File: src/verilog/dzrc_pkg.sv
// types and boundary constants of the data zone region classifier
// Overview of operation
// - exactly four defect areas: two at zone start, two at end of band 0.
// - each defect area spans exactly 41 consecutive sectors, only those tagged.
// - groove band 0 defect areas sit on tracks 0-5 and 3460-3465.
// - sectors after each defect area within its tracks classify as reserved.
// - a defect area holds a definition sector, a primary and secondary list.
// - area offset 0 is definition sector, offset 1 starts primary list, secondary follows.
// - list lengths come from their counts; sectors past secondary list are unspecified.
// - bands after 0 start with buffer; every band ends buffer, test, buffer.
// - sector-mark-only buffer tracks are numbered and reported as their own region.
// - buffer and test addresses are flagged as not permitted for user data.
// - per-band constants give data, spare, buffer and test starts; zone ends 32471.
// - seventeen sectors make one logical track; tracks count from 0.
// - tracks 0 to 32471 form the data zone; anything else is outside.
// - track/sector boundaries compare on the full track and sector pair.
// - first area is 0/0 to 2/6, rest of track 2 reserved; others alike.
package dzrc_pkg;

  localparam int unsigned DZRC_TRACK_W          = 16;
  localparam int unsigned DZRC_SECTOR_W         = 5;
  localparam int unsigned DZRC_BAND_W           = 4;
  localparam int unsigned DZRC_KEY_W            = DZRC_TRACK_W + DZRC_SECTOR_W;
  localparam int unsigned DZRC_BANDS            = 12;
  localparam int unsigned DZRC_AREAS            = 4;
  localparam int unsigned DZRC_OFFS_W           = 6;
  localparam int unsigned DZRC_COUNT_W          = 6;

  localparam logic [DZRC_OFFS_W-1:0] DZRC_SECTORS_PER_TRACK = 6'h11;
  localparam logic [DZRC_SECTOR_W-1:0] DZRC_LAST_SECTOR     = 5'h10;
  localparam logic [DZRC_OFFS_W-1:0] DZRC_AREA_LEN          = 6'h29;
  localparam logic [DZRC_OFFS_W-1:0] DZRC_LIST_START        = 6'h01;
  localparam logic [DZRC_TRACK_W-1:0] DZRC_AREA_TRACKS_M1   = 16'h0002;
  localparam logic [DZRC_TRACK_W-1:0] DZRC_ZONE_LAST_TRACK  = 16'h7ed7;
  localparam logic [DZRC_TRACK_W-1:0] DZRC_B0_LEAD_LAST     = 16'h0005;
  localparam logic [DZRC_TRACK_W-1:0] DZRC_B0_RSVD_LAST     = 16'h0019;
  localparam logic [DZRC_TRACK_W-1:0] DZRC_B0_TAIL_FIRST    = 16'h0d84;
  localparam logic [DZRC_TRACK_W-1:0] DZRC_B0_TAIL_LAST     = 16'h0d89;

  // first track of each defect area
  localparam int unsigned DZRC_AREA_BASE [DZRC_AREAS] = '{0, 3, 3460, 3463};

  // band tables; track numbers kept decimal so they read against the layout
  localparam int unsigned DZRC_BAND_START [DZRC_BANDS] =
    '{0, 3550, 6958, 10224, 13348, 16330, 19170, 21868, 24424, 26838, 29110, 31240};
  localparam int unsigned DZRC_HDR_TRK [DZRC_BANDS] =
    '{0, 3592, 6985, 10236, 13360, 16341, 19181, 21878, 24434, 26847, 29118, 31248};
  localparam int unsigned DZRC_HDR_SEC [DZRC_BANDS] = '{0, 6, 1, 16, 6, 13, 3, 10, 0, 7, 14, 4};
  localparam int unsigned DZRC_DATA_START [DZRC_BANDS] =
    '{26, 3608, 7000, 10250, 13374, 16354, 19194, 21890, 24444, 26858, 29128, 31258};
  localparam int unsigned DZRC_SPARE_START [DZRC_BANDS] =
    '{3435, 6866, 10148, 13275, 16257, 19100, 21798, 24357, 26773, 29046, 31178, 32420};
  localparam int unsigned DZRC_END_BUF_A [DZRC_BANDS] =
    '{3466, 6890, 10172, 13298, 16280, 19122, 21820, 24378, 26794, 29066, 31198, 32439};
  localparam int unsigned DZRC_TEST_START [DZRC_BANDS] =
    '{3469, 6893, 10175, 13301, 16283, 19125, 21823, 24381, 26797, 29069, 31201, 32442};
  localparam int unsigned DZRC_END_BUF_B [DZRC_BANDS] =
    '{3490, 6914, 10196, 13322, 16304, 19146, 21844, 24402, 26818, 29090, 31222, 32463};
  // band 11 has no trailing mark-only buffer: start placed past the zone end
  localparam int unsigned DZRC_MARK_TRK_GROOVE [DZRC_BANDS] =
    '{3505, 6929, 10210, 13335, 16317, 19158, 21856, 24413, 26828, 29100, 31231, 32472};
  localparam int unsigned DZRC_MARK_TRK_LAND [DZRC_BANDS] =
    '{3505, 6929, 10210, 13325, 16317, 19158, 21856, 24413, 26828, 29100, 31231, 32472};
  localparam int unsigned DZRC_MARK_SEC [DZRC_BANDS] = '{15, 13, 8, 1, 11, 4, 14, 7, 0, 10, 3, 0};

  typedef enum logic [3:0] {
    DZRC_RGN_OUTSIDE,
    DZRC_RGN_BUF_SECTOR_MARK_ONLY,
    DZRC_RGN_BUF_HEADER,
    DZRC_RGN_TEST,
    DZRC_RGN_RESERVED,
    DZRC_RGN_USER_DATA,
    DZRC_RGN_SPARE,
    DZRC_RGN_DEFECT_AREA
  } dzrc_region_t;

  typedef enum logic [2:0] {
    DZRC_SUB_NONE,
    DZRC_SUB_DISK_DEFINITION_SECTOR,
    DZRC_SUB_PRIMARY_DEFECT_LIST,
    DZRC_SUB_SECONDARY_DEFECT_LIST,
    DZRC_SUB_UNSPECIFIED
  } dzrc_sub_t;

  typedef struct packed {
    logic [DZRC_TRACK_W-1:0]  track;
    logic [DZRC_SECTOR_W-1:0] sector;
    logic                     groove;
  } dzrc_req_t;

  typedef struct packed {
    logic                    initialised;
    logic [DZRC_COUNT_W-1:0] primarySectors;
    logic [DZRC_COUNT_W-1:0] secondarySectors;
  } dzrc_lists_t;

  typedef struct packed {
    dzrc_region_t           region;
    logic [DZRC_BAND_W-1:0] band;
    logic                   userPermitted;
    logic [1:0]             areaIndex;
    dzrc_sub_t              areaSub;
  } dzrc_resp_t;

  function automatic logic [DZRC_KEY_W-1:0] dzrcKey(input int unsigned trk, input int unsigned sec);
    logic [31:0] t;
    logic [31:0] s;
    t = trk;
    s = sec;
    return {t[DZRC_TRACK_W-1:0], s[DZRC_SECTOR_W-1:0]};
  endfunction

endpackage

File: src/verilog/dzrc_band_lookup.sv
// band index of a logical track
`timescale 1ns/1ps
module dzrc_band_lookup (
  input  wire logic [dzrc_pkg::DZRC_TRACK_W-1:0] track,
  output logic      [dzrc_pkg::DZRC_BAND_W-1:0]  band
);

  always_comb begin
    band = '0;
    // last band whose start lies at or below the track wins
    for (int i = 0; i < int'(dzrc_pkg::DZRC_BANDS); i++) begin
      if (32'(track) >= dzrc_pkg::DZRC_BAND_START[i]) begin
        band = dzrc_pkg::DZRC_BAND_W'(i);
      end
    end
  end

endmodule

File: src/verilog/dzrc_defect_area.sv
// defect area hit, index and sub-area of a groove address
`timescale 1ns/1ps
module dzrc_defect_area (
  input  wire dzrc_pkg::dzrc_req_t   req,
  input  wire dzrc_pkg::dzrc_lists_t lists,
  output logic                       inTracks,
  output logic                       inArea,
  output logic [1:0]                 areaIndex,
  output dzrc_pkg::dzrc_sub_t        areaSub
);

  logic [dzrc_pkg::DZRC_TRACK_W-1:0] relTrack;
  logic [dzrc_pkg::DZRC_OFFS_W-1:0]  offs;
  logic [dzrc_pkg::DZRC_OFFS_W:0]    primaryEnd;
  logic [dzrc_pkg::DZRC_OFFS_W:0]    secondaryEnd;

  always_comb begin
    inTracks  = 1'b0;
    areaIndex = 2'h0;
    relTrack  = '0;
    for (int i = 0; i < int'(dzrc_pkg::DZRC_AREAS); i++) begin
      if (req.groove && 32'(req.track) >= dzrc_pkg::DZRC_AREA_BASE[i] &&
          32'(req.track) <= dzrc_pkg::DZRC_AREA_BASE[i] + 32'(dzrc_pkg::DZRC_AREA_TRACKS_M1)) begin
        inTracks  = 1'b1;
        areaIndex = 2'(i);
        relTrack  = req.track - dzrc_pkg::DZRC_TRACK_W'(dzrc_pkg::DZRC_AREA_BASE[i]);
      end
    end
    // linear sector offset inside the three tracks of an area
    offs = 6'(relTrack[1:0]) * dzrc_pkg::DZRC_SECTORS_PER_TRACK + 6'(req.sector);
    inArea = inTracks && offs < dzrc_pkg::DZRC_AREA_LEN;
    primaryEnd   = 7'(dzrc_pkg::DZRC_LIST_START) + 7'(lists.primarySectors);
    secondaryEnd = primaryEnd + 7'(lists.secondarySectors);
    areaSub = dzrc_pkg::DZRC_SUB_NONE;
    if (inArea) begin
      // an uninitialised area has no structure to point into
      if (!lists.initialised) begin
        areaSub = dzrc_pkg::DZRC_SUB_UNSPECIFIED;
      end else if (offs == '0) begin
        areaSub = dzrc_pkg::DZRC_SUB_DISK_DEFINITION_SECTOR;
      end else if (7'(offs) < primaryEnd) begin
        areaSub = dzrc_pkg::DZRC_SUB_PRIMARY_DEFECT_LIST;
      end else if (7'(offs) < secondaryEnd) begin
        areaSub = dzrc_pkg::DZRC_SUB_SECONDARY_DEFECT_LIST;
      end else begin
        areaSub = dzrc_pkg::DZRC_SUB_UNSPECIFIED;
      end
    end
  end

endmodule

File: src/verilog/dzrc_classifier.sv
// data zone region classifier top: combinational decode, registered answer
`timescale 1ns/1ps
module dzrc_classifier (
  input  wire logic                  clock,
  input  wire logic                  rst,
  input  wire logic                  reqValid,
  input  wire dzrc_pkg::dzrc_req_t   req,
  input  wire dzrc_pkg::dzrc_lists_t lists,
  output logic                       respValid,
  output dzrc_pkg::dzrc_resp_t       resp
);

  typedef struct packed {
    logic                 valid;
    dzrc_pkg::dzrc_resp_t resp;
  } dzrc_state_t;

  dzrc_state_t state_q;
  dzrc_state_t state_d;

  logic [dzrc_pkg::DZRC_BAND_W-1:0] band;
  logic                             areaTracks;
  logic                             areaHit;
  logic [1:0]                       areaIndex;
  dzrc_pkg::dzrc_sub_t              areaSub;
  logic [dzrc_pkg::DZRC_KEY_W-1:0]  key;
  dzrc_pkg::dzrc_region_t           region;

  dzrc_band_lookup u_band (
    .track (req.track),
    .band  (band)
  );

  dzrc_defect_area u_area (
    .req       (req),
    .lists     (lists),
    .inTracks  (areaTracks),
    .inArea    (areaHit),
    .areaIndex (areaIndex),
    .areaSub   (areaSub)
  );

  // band-generic walk from the data start to the band end
  function automatic dzrc_pkg::dzrc_region_t tailRegion(
    input logic [dzrc_pkg::DZRC_KEY_W-1:0]  k,
    input logic [dzrc_pkg::DZRC_BAND_W-1:0] b,
    input logic                             groove
  );
    int unsigned markTrk;
    markTrk = groove ? dzrc_pkg::DZRC_MARK_TRK_GROOVE[b] : dzrc_pkg::DZRC_MARK_TRK_LAND[b];
    if (k < dzrc_pkg::dzrcKey(dzrc_pkg::DZRC_SPARE_START[b], 0)) begin
      return dzrc_pkg::DZRC_RGN_USER_DATA;
    end else if (k < dzrc_pkg::dzrcKey(dzrc_pkg::DZRC_END_BUF_A[b], 0)) begin
      return dzrc_pkg::DZRC_RGN_SPARE;
    end else if (k < dzrc_pkg::dzrcKey(dzrc_pkg::DZRC_TEST_START[b], 0)) begin
      return dzrc_pkg::DZRC_RGN_BUF_HEADER;
    end else if (k < dzrc_pkg::dzrcKey(dzrc_pkg::DZRC_END_BUF_B[b], 0)) begin
      return dzrc_pkg::DZRC_RGN_TEST;
    end else if (k < dzrc_pkg::dzrcKey(markTrk, dzrc_pkg::DZRC_MARK_SEC[b])) begin
      return dzrc_pkg::DZRC_RGN_BUF_HEADER;
    end else begin
      return dzrc_pkg::DZRC_RGN_BUF_SECTOR_MARK_ONLY;
    end
  endfunction

  always_comb begin
    key    = {req.track, req.sector};
    region = dzrc_pkg::DZRC_RGN_OUTSIDE;
    // sector numbers above the last one of a track are not addresses
    if (req.track > dzrc_pkg::DZRC_ZONE_LAST_TRACK || req.sector > dzrc_pkg::DZRC_LAST_SECTOR) begin
      region = dzrc_pkg::DZRC_RGN_OUTSIDE;
    end else if (band == '0) begin
      if (areaTracks) begin
        region = areaHit ? dzrc_pkg::DZRC_RGN_DEFECT_AREA : dzrc_pkg::DZRC_RGN_RESERVED;
      end else if (req.track <= dzrc_pkg::DZRC_B0_LEAD_LAST && req.groove) begin
        region = dzrc_pkg::DZRC_RGN_RESERVED;
      end else if (req.track <= dzrc_pkg::DZRC_B0_RSVD_LAST) begin
        // land side of the lead tracks holds no defect area
        region = dzrc_pkg::DZRC_RGN_RESERVED;
      end else if (req.track >= dzrc_pkg::DZRC_B0_TAIL_FIRST && req.track <= dzrc_pkg::DZRC_B0_TAIL_LAST) begin
        region = dzrc_pkg::DZRC_RGN_RESERVED;
      end else begin
        region = tailRegion(key, band, req.groove);
      end
    end else if (key < dzrc_pkg::dzrcKey(dzrc_pkg::DZRC_HDR_TRK[band], dzrc_pkg::DZRC_HDR_SEC[band])) begin
      region = dzrc_pkg::DZRC_RGN_BUF_SECTOR_MARK_ONLY;
    end else if (key < dzrc_pkg::dzrcKey(dzrc_pkg::DZRC_DATA_START[band], 0)) begin
      region = dzrc_pkg::DZRC_RGN_BUF_HEADER;
    end else begin
      region = tailRegion(key, band, req.groove);
    end
  end

  always_comb begin
    state_d       = state_q;
    state_d.valid = reqValid;
    if (reqValid) begin
      state_d.resp.region        = region;
      state_d.resp.band          = (region == dzrc_pkg::DZRC_RGN_OUTSIDE) ? '0 : band;
      // spare holds relocated user sectors, so it stays writable
      state_d.resp.userPermitted = region == dzrc_pkg::DZRC_RGN_USER_DATA ||
                                   region == dzrc_pkg::DZRC_RGN_SPARE;
      state_d.resp.areaIndex     = (region == dzrc_pkg::DZRC_RGN_DEFECT_AREA ||
                                    region == dzrc_pkg::DZRC_RGN_RESERVED) && areaTracks ? areaIndex : 2'h0;
      state_d.resp.areaSub       = (region == dzrc_pkg::DZRC_RGN_DEFECT_AREA) ? areaSub : dzrc_pkg::DZRC_SUB_NONE;
    end
  end

  always_ff @(posedge clock) begin
    if (rst) begin
      state_q <= '0;
    end else begin
      state_q <= state_d;
    end
  end

  assign respValid = state_q.valid;
  assign resp      = state_q.resp;

endmodule

File: config.mk
export PLATFORM = sky130hd
export DESIGN_NAME = dzrc_classifier
export DESIGN_NICKNAME = d
export VERILOG_FILES = /design/src/verilog/dzrc_pkg.sv /design/src/verilog/dzrc_band_lookup.sv /design/src/verilog/dzrc_defect_area.sv /design/src/verilog/dzrc_classifier.sv
export SDC_FILE = /design/constraint.sdc
export NUM_CORES = 1
export LEC_CHECK = 0
export BUFFER_PORTS_ARGS = -buffer_cell sky130_fd_sc_hd__buf_2
export CORE_MARGIN = 5
export CORE_UTILIZATION = 65
export CTS_BUF_LIST = sky130_fd_sc_hd__clkbuf_8 sky130_fd_sc_hd__clkbuf_16
export CTS_CLUSTER_SIZE = 8
export DETAILED_ROUTE_END_ITERATION = 7
export GPL_TIMING_DRIVEN = 0
export PLACE_DENSITY = 0.87
export SYNTH_ARGS = -nofsm -noshare
export SYNTH_HDL_FRONTEND = slang
export SYNTH_SLANG_ARGS = --single-unit
File: constraint.sdc
create_clock -name clock -period 8.5 [get_ports clock]
set_input_delay 0.425 -clock clock [delete_from_list [all_inputs] [get_ports clock]]
set_output_delay 0.425 -clock clock [all_outputs]
set_load 0.02 [all_outputs]
Yosys cells after proc, flatten, opt, wreduce, memory -nomap -nowiden

Memory sizes are Yosys's and may differ from the RTL's.
Cells that the tools add are included.

Register bits: 15
Memory bits (read-only): 5120
Input bits: 38
Output and inout bits: 15
Word-level logic and storage cells: 145
Memories kept: 10

Add/subtract/negate cells: 6
Multipliers: 1
Magnitude comparators: 35
Equality and inequality tests: 4
Muxes and demuxes: 65
Bitwise logic cells: 1
Reductions and logical operators: 17

Memories:

| name            | words | bits a word | rd ports | clocked after Yosys merged registers in | write ports | line                  | source |
|---|---|---|---|---|---|---|---|
| (no name shown) | 16    | 32          | 1        | 0                                       | 0           | dzrc_classifier.sv:59 | `end else if (k < dzrc_pkg::dzrcKey(markTrk, dzrc_pkg::DZRC_MARK_SEC[b])) begin` |
| (no name shown) | 16    | 32          | 1        | 0                                       | 0           | dzrc_classifier.sv:57 | `end else if (k < dzrc_pkg::dzrcKey(dzrc_pkg::DZRC_END_BUF_B[b], 0)) begin` |
| (no name shown) | 16    | 32          | 1        | 0                                       | 0           | dzrc_classifier.sv:55 | `end else if (k < dzrc_pkg::dzrcKey(dzrc_pkg::DZRC_TEST_START[b], 0)) begin` |
| (no name shown) | 16    | 32          | 1        | 0                                       | 0           | dzrc_classifier.sv:53 | `end else if (k < dzrc_pkg::dzrcKey(dzrc_pkg::DZRC_END_BUF_A[b], 0)) begin` |
| (no name shown) | 16    | 32          | 1        | 0                                       | 0           | dzrc_classifier.sv:51 | `if (k < dzrc_pkg::dzrcKey(dzrc_pkg::DZRC_SPARE_START[b], 0)) begin` |
| (no name shown) | 16    | 32          | 1        | 0                                       | 0           | dzrc_classifier.sv:50 | `markTrk = groove ? dzrc_pkg::DZRC_MARK_TRK_GROOVE[b] : dzrc_pkg::DZRC_MARK_TRK_LAND[b];` |
| +4 memories     | -     | -           | -        | -                                       | -           | -                     |  |

Operator list:

| operator             | number |
|---|---|
| $mux 16              | 17 |
| $lt 21x21->1         | 7 |
| $ge 16x15->1 const B | 6 |
| $ge 16x12->1 const B | 4 |
| $mux 4               | 15 |
| $ge 16x14->1 const B | 3 |
| $le 16x12->1 const B | 3 |
| $le 16x3->1 const B  | 2 |
| $mux 3               | 10 |
| $mux 2               | 13 |
| $mux 5               | 4 |
| $eq 4x3->1 const B   | 4 |
| $ge 16x13->1 const B | 1 |
| $ge 16x2->1 const B  | 1 |
| $gt 16x15->1 const B | 1 |
| $le 16x2->1 const B  | 1 |
| $le 16x5->1 const B  | 1 |
| $lt 6x7->1           | 2 |
| $logic_and 1x1->1    | 11 |
| $logic_not 4->1      | 2 |
| $add 1x6->7 const A  | 1 |
| $add 7x6->7          | 1 |
| $add 6x5->6          | 1 |
| $logic_not 6->1      | 1 |
| other kinds (9)      | 17 |

Longest topological paths before layout

Gate-level depths: netlist (run 1).

Word-level depth: 33
Mapped depth: 28
Gate-level depth less buffers: 27

By module

From an unflattened synthesis (run 1), not the netlist that was laid out.

Cells, all modules: 736
Area, all modules: 5342.6 µm²

By module, submodules not included:

| module           | times used | cells an instance | area each (µm²) | sequential area each (µm²) |
|---|---|---|---|---|
| dzrc_classifier  | 1          | 512               | 3799.9          | 280.3 |
| dzrc_defect_area | 1          | 141               | 1052.3          | 0.0 |
| dzrc_band_lookup | 1          | 83                | 490.5           | 0.0 |

Least setup slack after synthesis (run 1)

Ideal clock, no wire load.

Path type: in2reg
Start point: input port req[20] (netlist bit)
End point: register state_q, in the netlist resp[5]
Setup time: 0.117 ns
Data arrival time: 5.468 ns
Required time: 8.383 ns
Path slack: 2.915 ns
Cell stages on the path: 26
Buffers on the path: 4
Cells stage by stage: buf_6 -> or2_1 -> clkbuf_2 -> or4_4 -> and2_4 -> buf_6 -> nor2_1 -> nor2b_1 -> o21ai_1 -> inv_1 -> ha_1 -> clkbuf_1 -> nor2_1 -> a21oi_1 -> a21boi_0 -> ha_1 -> a21oi_1 -> o21ai_0 -> a211o_1 -> a221o_1 -> a31oi_1 -> a21o_1 -> a32oi_1 -> o211a_2 -> xor2_2 -> a22o_1

Cells in the longest elaborated chain, start to end: 31
Elaborated cells between the ends (all ways): 113
Classes of those cells: 1 x add/sub; 1 x mul; 31 x order compare; 2 x eq/ne; 54 x mux; 1 x bitwise; 13 x reduce/logical; 10 x memory

Ends and longest elaborated chain:

| element                                     | line                                           | source |
|---|---|---|
| start: declaration                          | dzrc_classifier.sv:7                           | `input wire dzrc_pkg::dzrc_req_t req,` |
| $ge 16x12->1                                | dzrc_band_lookup.sv:12                         | `if (32'(track) >= dzrc_pkg::DZRC_BAND_START[i]) begin` |
| $mux 1                                      | dzrc_band_lookup.sv:12                         |  |
| $mux 2 (2 in series)                        | dzrc_band_lookup.sv:12                         |  |
| $mux 3 (4 in series)                        | dzrc_band_lookup.sv:12                         |  |
| $mux 4 (4 in series)                        | dzrc_band_lookup.sv:12                         |  |
| $not 4->5 (implied by the code)             | -                                              |  |
| $mem_v2 16x32                               | -                                              |  |
| $mux 16 (implied by the code) (2 in series) | dzrc_classifier.sv:50                          |  |
| [... 7 more ...]                            | -                                              |  |
| $mux 4                                      | dzrc_classifier.sv:80                          | `end else if (req.track >= dzrc_pkg::DZRC_B0_TAIL_FIRST && req.track <= dzrc_pkg::DZRC_B0_TAIL_LAST) begin` |
| $mux 4                                      | dzrc_classifier.sv:77                          | `end else if (req.track <= dzrc_pkg::DZRC_B0_RSVD_LAST) begin` |
| $mux 4                                      | dzrc_classifier.sv:75                          | `end else if (req.track <= dzrc_pkg::DZRC_B0_LEAD_LAST && req.groove) begin` |
| $mux 4                                      | dzrc_classifier.sv:73                          | `if (areaTracks) begin` |
| $mux 4                                      | dzrc_classifier.sv:72                          | `end else if (band == '0) begin` |
| $mux 4 *                                    | dzrc_classifier.sv:70                          | `if (req.track > dzrc_pkg::DZRC_ZONE_LAST_TRACK \|\| req.sector > dzrc_pkg::DZRC_LAST_SECTOR) begin` |
| $eq 4x3->1 (on tied branches)               | dzrc_classifier.sv:101, dzrc_classifier.sv:102 |  |
| $logic_or 1x1->1 *                          | dzrc_classifier.sv:101                         | `state_d.resp.userPermitted = region == dzrc_pkg::DZRC_RGN_USER_DATA \|\|` |
| end signal: assignment                      | dzrc_classifier.sv:113                         | `state_q <= state_d;` |
| end: declaration                            | dzrc_classifier.sv:18                          | `dzrc_state_t state_q;` |

Every way passes the cells marked *; elsewhere a longest branch is shown, timed or not. The select of a mux whose other input is x is not followed.
A chain may end at the register's enable or synchronous reset.

Final worst setup path (run 1)

Start point: input port req[7] (netlist bit)
End point: register state_q, in the netlist resp[5]

Same word-level chain as after synthesis.

==> out/metrics.yaml, run 1 <==
clock_tree:
  clk_root_buffer_cell: "sky130_fd_sc_hd__clkbuf_8"
  clk_latency_ps: 250
  post_cts_sizing: 0
  cts-hold-fix-buffers: 0
  post_cts_buffers: 0
  cts.clk_slew.worst_paths_ps: 60
  clk_path_buf_depth: 2
  ctsHtreeMaxLevel: 1
  cts_sinks: 14
  cts_tree: "done"
  cts_inserted_buffers: 3
setup_path:
  critical_path.most_common_cell: "sky130_fd_sc_hd__nand2_1"
  start_kind: "input pin"
  cp_data_arrival_time_ps: 8050
  cp-end-kind: "register"
  critPathMaxStageDelay_ps: 670
  data_required_critical_path_ps: 8640
  critPathSlowestCell: "sky130_fd_sc_hd__a2111oi_0"
  crit_type: "input pin to register"
  critical_path.max_fanout: 10
floorplanning:
  fp.coreArea_um2: 7767
  die_width_um: 99.42
  placement_rows: 32
  top_level_ports: 53
  chipHeight_um: 99.42
  die-area_um2: 9884
  start_util_pct: 66.91
detailed_routing:
  wl_met3_um: 2697
  num_vias: 6385
  wl_met1_um: 7475
  remaining_routing_drc_violations: 0
  post_drt_wl_per_cell_um: 23.07
  wl_um: 20100
  met2RoutedLength_um: 8483
  initialDrtViolationCount: 830
  vias_per_cell: 7.331
  route.antenna.remaining_nets: 0
  drt_pre_antenna_iters: 8
  topRoutingLayerUsed: "met4"
timing:
  report.final.setup_viol: 0
  post-route-period-util_pct: 93.06
  layout_setup_ws_ps: 589.9
  shortest_clock_period_the_worst_path_allows_after_layout_ps: 7910
  count_of_pins_over_their_slew_limit: 0
  unrepaired_setup_endpoints_after_global_routing: "false"
  maxClockFrequency_ghz: 0.1264
  fin_worst_skew_ps: 0
  report.final.hold_viol_count: 0
  holdWs_ps: 445.6
  max_slew.worst_pin.slew_ps: 1072
  totalNegativeSetupSlack_ps: 0
  slew-limit-headroom_pct: 28.03
layout:
  fin_cells: 871
  fillers: 614
  number_of_diodes_added_for_antenna_fixing: 0
  total_non_filler_cell_area_in_the_finished_layout_um2: 5625
  mostFrequentLayoutCells: "117 x sky130_fd_sc_hd__ha_1, 87 x sky130_fd_sc_hd__nand2_1, 62 x sky130_fd_sc_hd__a21oi_1, 51 x sky130_fd_sc_hd__buf_2, 49 x sky130_fd_sc_hd__nor2_1"
  layout_commonest_cell: "sky130_fd_sc_hd__ha_1"
  final_layout_size_suffix_gt1_share_pct: 10.27
  post-route-util_pct: 72.42
  nNetsFinal: 927
  flow.area_growth_from_synthesis_pct: 8.233
placed_design:
  post-dp-hpwl_um: 15490
  routabilityCongestion: 1.099
  place.detailed.instances: 867
  post-place-ws_ps: 926.4
  io_buffer_count: 49
  placed_cell_area_um2: 5570
global_routing:
  grt_pass1_wl_um: 31280
  grt_max_degree: 14
  global_route.overflow_total: 0
  via_count_of_the_first_global_routing_pass: 6257
  number_of_antenna_violations_at_the_first_check_in_global_routing: 1
  global_route.usage.total_pct: 39.20
yosys:
  post_synth_instance_area_um2: 5197
  number_of_synthesized_flops_with_an_enable_pin: 0
  post_synthesis_mean_instance_area_um2: 7.259
  syn-num-nets: 873
  synth_warnings: 0
  synth-async-reset-ratio_pct: 0
  netlist-cell-type-count: 80
  synth_flop_cell: "sky130_fd_sc_hd__dfxtp_1"
  synthCells: 716
  yosysSeqAreaShare_pct: 5.392
  synth_seq_cells: 14
min_path:
  min-delay-path-class: "register to register"
power:
  worst_ir_drop_vdd_mv: 0.06012
  power.density_cell_area_nw_per_um2: 94.32
  leakage_nw: 2.664
  fin_total_pwr_uw: 530.6
job:
  cap_violations: 0
outcome:
  run_status: "finished clean"
==> cell families (layout without fill, tap and decap cells) <==
| family | after synthesis | after routing | synth area share, % |
|---|---|---|---|
| flops | 14 | 14 | 5.392 |
| simple gates | 248 | 248 | 24.34 |
| fa+ha+maj | 119 | 119 | 28.94 |
| compound gates | 250 | 250 | 32.31 |
| mux | 7 | 7 | 1.348 |
| buf+inv | 62 | 115 | 4.935 |
| xor+xnor | 15 | 15 | 2.672 |
| other cells | 1 | 1 | 0.07215 |
==> report_power, final <==
part | switching [mW] | internal, mW | total (mW)
combinational | 0.251 | 0.145 | 0.396
sequential | 0.000728 | 0.0671 | 0.0678
clock | 0.0255 | 0.0411 | 0.0666
==> path summary, 6_finish.rpt <==
| kind | start | endpoint | slack (ps) | cells past startpoint |
|---|---|---|---|---|
| max | req[7] | resp[5]$_SDFFE_PP0P_ | 590 | 26 |
| min | resp[4]$_SDFFE_PP0P_ | resp[4]$_SDFFE_PP0P_ | 450 | 2 |
| max reg2reg | resp[6]$_SDFFE_PP0P_ | resp[6]$_SDFFE_PP0P_ | 7810 | 2 |
| min reg2reg | resp[4]$_SDFFE_PP0P_ | resp[4]$_SDFFE_PP0P_ | 450 | 2 |
==> flip-flops by register name, indices dropped and copies added (netlist names) <==
name	count
respValid	1
resp	13
==> metal layers <==
metal	track usage (%)	vias to the layer above
li1	-	2823
met1	48.87	2876
met2	60.90	514
met3	10.73	172
met4	21.53	0
met5	0	-
==> area by class of cell <==
class	instances	area (um^2)	share of cell area, %
multi-input combinational	640	4661	82.85
sequential	14	280.3	4.982
timing repair buffer	49	245.2	4.359
buffer	36	158.9	2.825
tap	102	127.6	2.269
inverter	26	97.59	1.735
clock buffer	4	55.05	0.9786
==> cells in the mapped netlist (all sizes together) (11+ instances only) <==
cell type / n / area share (%)
ha: 117 / 28
nand2: 87 / 6.3
a21oi: 62 / 6.0
o21ai: 60 / 5.8
nor2: 49 / 3.5
clkbuf: 30 / 2.2
nand3: 27 / 2.7
inv: 26 / 1.9
a21o: 23 / 3.3
o211ai: 15 / 2.2
dfxtp: 14 / 5.4
nand2b: 13 / 1.6
nand4: 11 / 1.3
==> critical path, delay by kind of cell <==
| kind | cells | cell delay (ps) |
|---|---|---|
| compound gates | 12 | 4270 |
| xor+xnor | 1 | 170 |
| fa+ha+maj | 2 | 650 |
| buf+inv | 4 | 1160 |
| simple gates | 7 | 1370 |
Power figures use the tool's default switching activity.
==> run 2: changes to the inputs <==
--- a/config.mk
+++ b/config.mk
@@ -12,7 +12,7 @@
 export CTS_CLUSTER_SIZE = 8
 export DETAILED_ROUTE_END_ITERATION = 7
 export GPL_TIMING_DRIVEN = 0
-export PLACE_DENSITY = 0.87
+export PLACE_DENSITY_LB_ADDON = 0.15
 export SYNTH_ARGS = -nofsm -noshare
 export SYNTH_HDL_FRONTEND = slang
 export SYNTH_SLANG_ARGS = --single-unit
==> run 2 against run 1 <==
Against the previous run:
- first-iteration DRC count shrank 15%
- flip-flop and latch count is the same
- non-clock buffer count is the same
- register-to-register slack lost 40 ps
- final cell count shrank 0.11%
- core utilization shrank 0.18 points
- largest cell class unchanged
- total power shrank 3.2%
- die area is the same
- design area shrank 0.24%
- global-route usage shrank 0.62 points
==> out/metrics.yaml, run 2 (synthesis results as in run 1) <==
outcome:
  run_status: "finished clean"
timing:
  shortest_clock_period_the_worst_path_allows_after_layout_ps: 7648  # -262.2 ps
  count_of_pins_over_their_slew_limit: 0  # unchanged
  max_slew.worst_pin.slew_ps: 1076  # +3.342 ps
  report.final.hold_viol_count: 0  # unchanged
  maxClockFrequency_ghz: 0.1308  # +3.4%
  layout_setup_ws_ps: 852.1  # +262.2 ps
  holdWs_ps: 456.4  # +10.80 ps
  slew-limit-headroom_pct: 27.80  # -0.22 points
  totalNegativeSetupSlack_ps: 0  # unchanged
  unrepaired_setup_endpoints_after_global_routing: "false"
  report.final.setup_viol: 0  # unchanged
  fin_worst_skew_ps: 0  # unchanged
  post-route-period-util_pct: 89.98  # -3.1 points
floorplanning:
  die_width_um: 99.42  # unchanged
  start_util_pct: 66.91  # unchanged
  placement_rows: 32  # unchanged
  fp.coreArea_um2: 7767  # unchanged
  die-area_um2: 9884  # unchanged
  chipHeight_um: 99.42  # unchanged
  top_level_ports: 53  # unchanged
global_routing:
  grt.met3_usage_pct: 8.485  # -2.2 points
  number_of_antenna_violations_at_the_first_check_in_global_routing: 0  # -1
  via_count_of_the_first_global_routing_pass: 6236  # -0.34%
  global_route.overflow_total: 0  # unchanged
  grt.busiest_layer: "met2"
  met1_usage_pct: 49.54  # +0.67 points
  global_route.usage.total_pct: 38.58  # -0.62 points
  grt_pass1_wl_um: 31130  # -0.49%
  grt_max_degree: 14  # unchanged
  use_met2_pct: 60.18  # -0.72 points
clock_tree:
  cts-hold-fix-buffers: 0  # unchanged
  cts.clk_slew.worst_paths_ps: 60  # about the same
  clk_root_buffer_cell: "sky130_fd_sc_hd__clkbuf_8"
  clk_path_buf_depth: 2  # unchanged
  ctsHtreeMaxLevel: 1  # unchanged
  cts_sinks: 14  # unchanged
  cts_inserted_buffers: 3  # unchanged
  cts_tree: "done"
  post_cts_sizing: 0  # unchanged
  post_cts_buffers: 0  # unchanged
  clk_latency_ps: 240  # about the same
placed_design:
  post-place-ws_ps: 964.0  # +37.55 ps
  io_buffer_count: 49  # unchanged
  post-dp-hpwl_um: 15240  # -1.6%
  place.detailed.instances: 867  # unchanged
  routabilityCongestion: 1.087  # -1.1%
setup_path:
  critical_path.max_fanout: 10  # unchanged
  crit-reg2reg-capture: "resp[6]$_SDFFE_PP0P_"
  start_kind: "input pin"
  crit_type: "input pin to register"
  timing.rr.start: "resp[6]$_SDFFE_PP0P_"
  timing.reg2reg.worst_path_depth: 2  # unchanged
  data_required_critical_path_ps: 8640  # about the same
  cp-end-kind: "register"
  worst_setup_path_startpoint: "req[14]"
  cp_data_arrival_time_ps: 7790  # -260 ps
  timing.reg2reg.setup_slack_ps: 7770  # -40 ps
min_path:
  hold-path-endpoint: "resp[4]$_SDFFE_PP0P_"
  min_path_cells: 2  # unchanged
  min-delay-path-class: "register to register"
  hold_path_startpoint: "resp[4]$_SDFFE_PP0P_"
job:
  cap_violations: 0  # unchanged
detailed_routing:
  drt_pre_antenna_iters: 8  # unchanged
  initialDrtViolationCount: 702  # -15%
  route.antenna.remaining_nets: 0  # unchanged
  remaining_routing_drc_violations: 0  # unchanged
  wl_um: 19590  # -2.5%
  vias_per_cell: 7.324  # about the same
  post_drt_wl_per_cell_um: 22.52  # -2.4%
  num_vias: 6372  # -0.20%
power:
  share_seq_of_total_power_pct: 13.2  # +0.4 points
  worst_ir_drop_vdd_mv: 0.05144  # -14%
  power.share.switching_pct: 52.55  # +0.31 points
  comb_power_share_pct: 76.3  # +1.6 points
  power_report.internal_total_uw: 243.6  # -3.9%
  power.density_cell_area_nw_per_um2: 91.50  # -3.0%
  leakage_nw: 2.657  # -0.27%
  power.clock.fraction_pct: 10.5  # -2.1 points
  p_switching_uw: 269.9  # -2.6%
layout:
  final_layout_size_suffix_gt1_share_pct: 10.16  # -0.12 points
  largest_reg_flops: 13  # unchanged
  nNetsFinal: 927  # unchanged
  post-route-util_pct: 72.25  # -0.18 points
  layout_commonest_cell: "sky130_fd_sc_hd__ha_1"
  number_of_diodes_added_for_antenna_fixing: 0  # unchanged
  flow.area_growth_from_synthesis_pct: 7.968
  fin_cells: 870  # -0.11%
  mostFrequentLayoutCells: "117 x sky130_fd_sc_hd__ha_1, 87 x sky130_fd_sc_hd__nand2_1, 62 x sky130_fd_sc_hd__a21oi_1, 51 x sky130_fd_sc_hd__buf_2, 49 x sky130_fd_sc_hd__nor2_1"
-- run 2: cell count changes in the layout (fill, tap and decap cells not counted) --
cell / change
sky130_fd_sc_hd__clkbuf_8: -1
-- run 2: per-layer routing --
layer	share of wire, %	up-vias
li1	-	2822
met5	0	-
met2	42	531
met4	6.6	0
met3	13	141
met1	38	2878
-- run 2: final cells by class --
type	instances	area, um^2
timing repair buffer	49	245.2
multi-input combinational	640	4661
inverter	26	97.59
buffer	36	158.9
tap	102	127.6
clock buffer	3	41.29
sequential	14	280.3
fill	658	2156
-- run 2: critical path: stages --
cell	delay, ps
sky130_fd_sc_hd__buf_2	200
sky130_fd_sc_hd__or4_4	580
sky130_fd_sc_hd__or4_4	440
sky130_fd_sc_hd__and2_4	160
sky130_fd_sc_hd__buf_6	130
sky130_fd_sc_hd__nor2_1	340
sky130_fd_sc_hd__nor2b_1	180
sky130_fd_sc_hd__o21ai_1	860
sky130_fd_sc_hd__inv_1	300
sky130_fd_sc_hd__ha_1	290
sky130_fd_sc_hd__clkbuf_2	200
sky130_fd_sc_hd__a21oi_1	490
sky130_fd_sc_hd__inv_1	100
sky130_fd_sc_hd__ha_1	320
sky130_fd_sc_hd__nand2_1	90
sky130_fd_sc_hd__nor3_1	520
sky130_fd_sc_hd__o2111ai_1	190
sky130_fd_sc_hd__o21ai_0	560
sky130_fd_sc_hd__o31ai_1	320
sky130_fd_sc_hd__or3b_1	460
sky130_fd_sc_hd__nand3_2	90
sky130_fd_sc_hd__a31oi_4	120
sky130_fd_sc_hd__xor2_2	210
sky130_fd_sc_hd__a22o_1	180
-- run 2: power by group through the flow --
stage	combinational (mW)	clock [mW]	sequential (mW)
floorplan	0.257	0	0.0709
global placement	0.354	0	0.0690
detailed placement	0.373	0	0.0691
CTS	0.377	0.0541	0.0678
global route	0.429	0.0589	0.0679
finish	0.392	0.0537	0.0678
-- run 2: per-stage QoR --
| step | total power, mW | area, um^2 |
|---|---|---|
| after floorplan | 0.3279 | 5197 |
| after global placement | 0.4230 | 5570 |
| after detailed placement | 0.4425 | 5570 |
| after CTS | 0.4986 | 5612 |
| after global routing | 0.5555 | 5612 |
| final | 0.5135 | 5612 |
-- run 2: worst max-delay path by stage --
stage          cells past startpoint                   end  slack [ps]
6_report                          24  resp[5]$_SDFFE_PP0P_         850
5_1_grt                           28  resp[0]$_SDFFE_PP0P_         640
4_1_cts                           24  resp[5]$_SDFFE_PP0P_        1180
3_5_place_dp                      24  resp[5]$_SDFFE_PP0P_         960
3_3_place_gp                      24  resp[5]$_SDFFE_PP0P_         920
2_1_floorplan                     26  resp[5]$_SDFFE_PP0P_        2920
==> run 3: changes to the inputs <==
--- a/config.mk
+++ b/config.mk
@@ -5,12 +5,12 @@
 export SDC_FILE = /design/constraint.sdc
 export NUM_CORES = 1
 export LEC_CHECK = 0
-export BUFFER_PORTS_ARGS = -buffer_cell sky130_fd_sc_hd__buf_2
-export CORE_MARGIN = 5
+export CORE_MARGIN = 3
 export CORE_UTILIZATION = 65
 export CTS_BUF_LIST = sky130_fd_sc_hd__clkbuf_8 sky130_fd_sc_hd__clkbuf_16
 export CTS_CLUSTER_SIZE = 8
 export DETAILED_ROUTE_END_ITERATION = 7
+export DONT_BUFFER_PORTS = 1
 export GPL_TIMING_DRIVEN = 0
 export PLACE_DENSITY_LB_ADDON = 0.15
 export SYNTH_ARGS = -nofsm -noshare
==> run 3 against run 2 <==
Against the previous run:
- worst hold slack got worse by 80 ps
- maximum frequency up 2.5%
- register-to-register slack got worse by 120 ps
- largest power group unchanged
==> out/metrics.yaml, run 3 (synthesis results as in run 1) <==
clock_tree:
  ctsHtreeMaxLevel: 1  # unchanged
  cts-hold-fix-buffers: 0  # unchanged
  post_cts_buffers: 0  # unchanged
  cts_sinks: 14  # unchanged
  clk_latency_ps: 250  # about the same
  clk_root_buffer_cell: "sky130_fd_sc_hd__clkbuf_8"
  clk_path_buf_depth: 2  # unchanged
  cts_tree: "done"
  cts_inserted_buffers: 3  # unchanged
  cts.clk_slew.worst_paths_ps: 60  # about the same
  post_cts_sizing: 0  # unchanged
placed_design:
  routabilityCongestion: 1.074  # -1.2%
  io_buffer_count: 0  # -100%
  post-dp-hpwl_um: 15020  # -1.4%
  place.detailed.instances: 815  # -6.0%
  placed_cell_area_um2: 5321  # -4.5%
global_routing:
  global_route.overflow_total: 0  # unchanged
  global_route.usage.total_pct: 41.71  # +3.1 points
  number_of_antenna_violations_at_the_first_check_in_global_routing: 0  # unchanged
  via_count_of_the_first_global_routing_pass: 5742  # -7.9%
  grt_pass1_wl_um: 29550  # -5.1%
  grt_max_degree: 14  # unchanged
setup_path:
  critPathSlowestCell: "sky130_fd_sc_hd__o21ai_1"
  cp_data_arrival_time_ps: 7600  # -190 ps
  critPathMaxStageDelay_ps: 870  # about the same
  start_kind: "input pin"
  cp-end-kind: "register"
  crit_type: "input pin to register"
  critical_path.max_fanout: 10  # unchanged
  timing.critical_path.max_delay_family: "compound AO/OA/AOI/OAI gates"
  worst-path-buf-inv: 6  # +1
  data_required_critical_path_ps: 8640  # about the same
floorplanning:
  top_level_ports: 53  # unchanged
  placement_rows: 31  # -3.1%
  chipHeight_um: 95.42  # -4.0%
  fp.coreArea_um2: 7486  # -3.6%
  start_util_pct: 69.43  # +2.5 points
  die-area_um2: 9105  # -7.9%
  die_width_um: 95.42  # -4.0%
detailed_routing:
  post_drt_wl_per_cell_um: 23.76  # +5.5%
  num_vias: 6187  # -2.9%
  wl_um: 19460  # -0.69%
  vias_per_cell: 7.554  # +3.1%
  remaining_routing_drc_violations: 0  # unchanged
  route.antenna.remaining_nets: 0  # unchanged
  drt_pre_antenna_iters: 6  # -2
  initialDrtViolationCount: 869  # +24%
power:
  leakage_nw: 2.450  # -7.8%
  worst_ir_drop_vdd_mv: 0.05273  # +2.5%
  power.density_cell_area_nw_per_um2: 93.20  # +1.9%
timing:
  count_of_pins_over_their_slew_limit: 0  # unchanged
  unrepaired_setup_endpoints_after_global_routing: "false"
  fin_worst_skew_ps: 0  # unchanged
  holdWs_ps: 376.1  # -80.34 ps
  report.final.hold_viol_count: 0  # unchanged
  max_slew.worst_pin.slew_ps: 1091  # +15.36 ps
  post-route-period-util_pct: 87.77  # -2.2 points
  slew-limit-headroom_pct: 26.77  # -1.0 points
  maxClockFrequency_ghz: 0.1340  # +2.5%
  shortest_clock_period_the_worst_path_allows_after_layout_ps: 7461  # -187.2 ps
  report.final.setup_viol: 0  # unchanged
  totalNegativeSetupSlack_ps: 0  # unchanged
layout:
  layout_commonest_cell: "sky130_fd_sc_hd__ha_1"
  fin_cells: 819  # -5.9%
  final_layout_size_suffix_gt1_share_pct: 4.167  # -6.0 points
  number_of_diodes_added_for_antenna_fixing: 0  # unchanged
  flow.area_growth_from_synthesis_pct: 3.443
  mostFrequentLayoutCells: "117 x sky130_fd_sc_hd__ha_1, 87 x sky130_fd_sc_hd__nand2_1, 62 x sky130_fd_sc_hd__a21oi_1, 49 x sky130_fd_sc_hd__nor2_1, 46 x sky130_fd_sc_hd__o21ai_0"
  largest_reg_flops: 13  # unchanged
  total_non_filler_cell_area_in_the_finished_layout_um2: 5376  # -4.2%
  fillers: 638  # -3.0%
  register_area_um2: 280.3  # unchanged
  multi_input_comb_area_um2: 4661  # unchanged
  nNetsFinal: 878  # -5.3%
min_path:
  min-delay-path-class: "input pin to register"
outcome:
  run_status: "finished clean"
job:
  cap_violations: 0  # unchanged
[run 3: cell count changes in the layout (fill, tap and decap cells not counted), sizes merged]
cell	change
buf	-49
clkbuf	+1
[run 3: routing by layer]
| layer | up-vias | share of wire (%) | GRT usage, % |
|---|---|---|---|
| met5 | - | 0 | 0 |
| met4 | 0 | 5.4 | 17.77 |
| li1 | 2717 | - | - |
| met2 | 512 | 42 | 63.03 |
| met3 | 126 | 14 | 9.471 |
| met1 | 2832 | 39 | 56.67 |
[run 3: path summary, 6_finish.rpt]
check,from,end,slack (ps),cells past startpoint
worst max register to register,resp[10]$_SDFFE_PP0P_,resp[10]$_SDFFE_PP0P_,7650,2
worst max-delay path,req[20],resp[5]$_SDFFE_PP0P_,1040,25
worst min-delay path,lists[12],resp[0]$_SDFFE_PP0P_,380,2
worst min register to register,resp[4]$_SDFFE_PP0P_,resp[4]$_SDFFE_PP0P_,550,2
[run 3: stage by stage]
stage / setup WS (ps) / total power [mW] / utilization [%]
2_1_floorplan: 2915 / 0.3279 / -
3_3_place_gp: 1099 / 0.4003 / 71.08
3_5_place_dp: 1196 / 0.4171 / 71.08
4_1_cts: 1416 / 0.4850 / 71.82
5_1_grt: 783.1 / 0.5356 / 71.82
6_report: 1039 / 0.5011 / 71.82
[run 3: area by class of cell]
| cell class | instances | area share [%] |
|---|---|---|
| tap | 99 | 2.304 |
| clock buffer | 4 | 1.024 |
| sequential | 14 | 5.213 |
| buffer | 36 | 2.956 |
| multi-input combinational | 640 | 86.69 |
| inverter | 26 | 1.815 |
[run 3: where the power goes]
| part | leakage [nW] | switching [mW] | internal, mW | total, mW |
|---|---|---|---|---|
| registers | 0.113 | 0.00278 | 0.0671 | 0.0698 |
| clock network | 0.0288 | 0.0256 | 0.0411 | 0.0668 |
| logic | 2.31 | 0.226 | 0.139 | 0.364 |
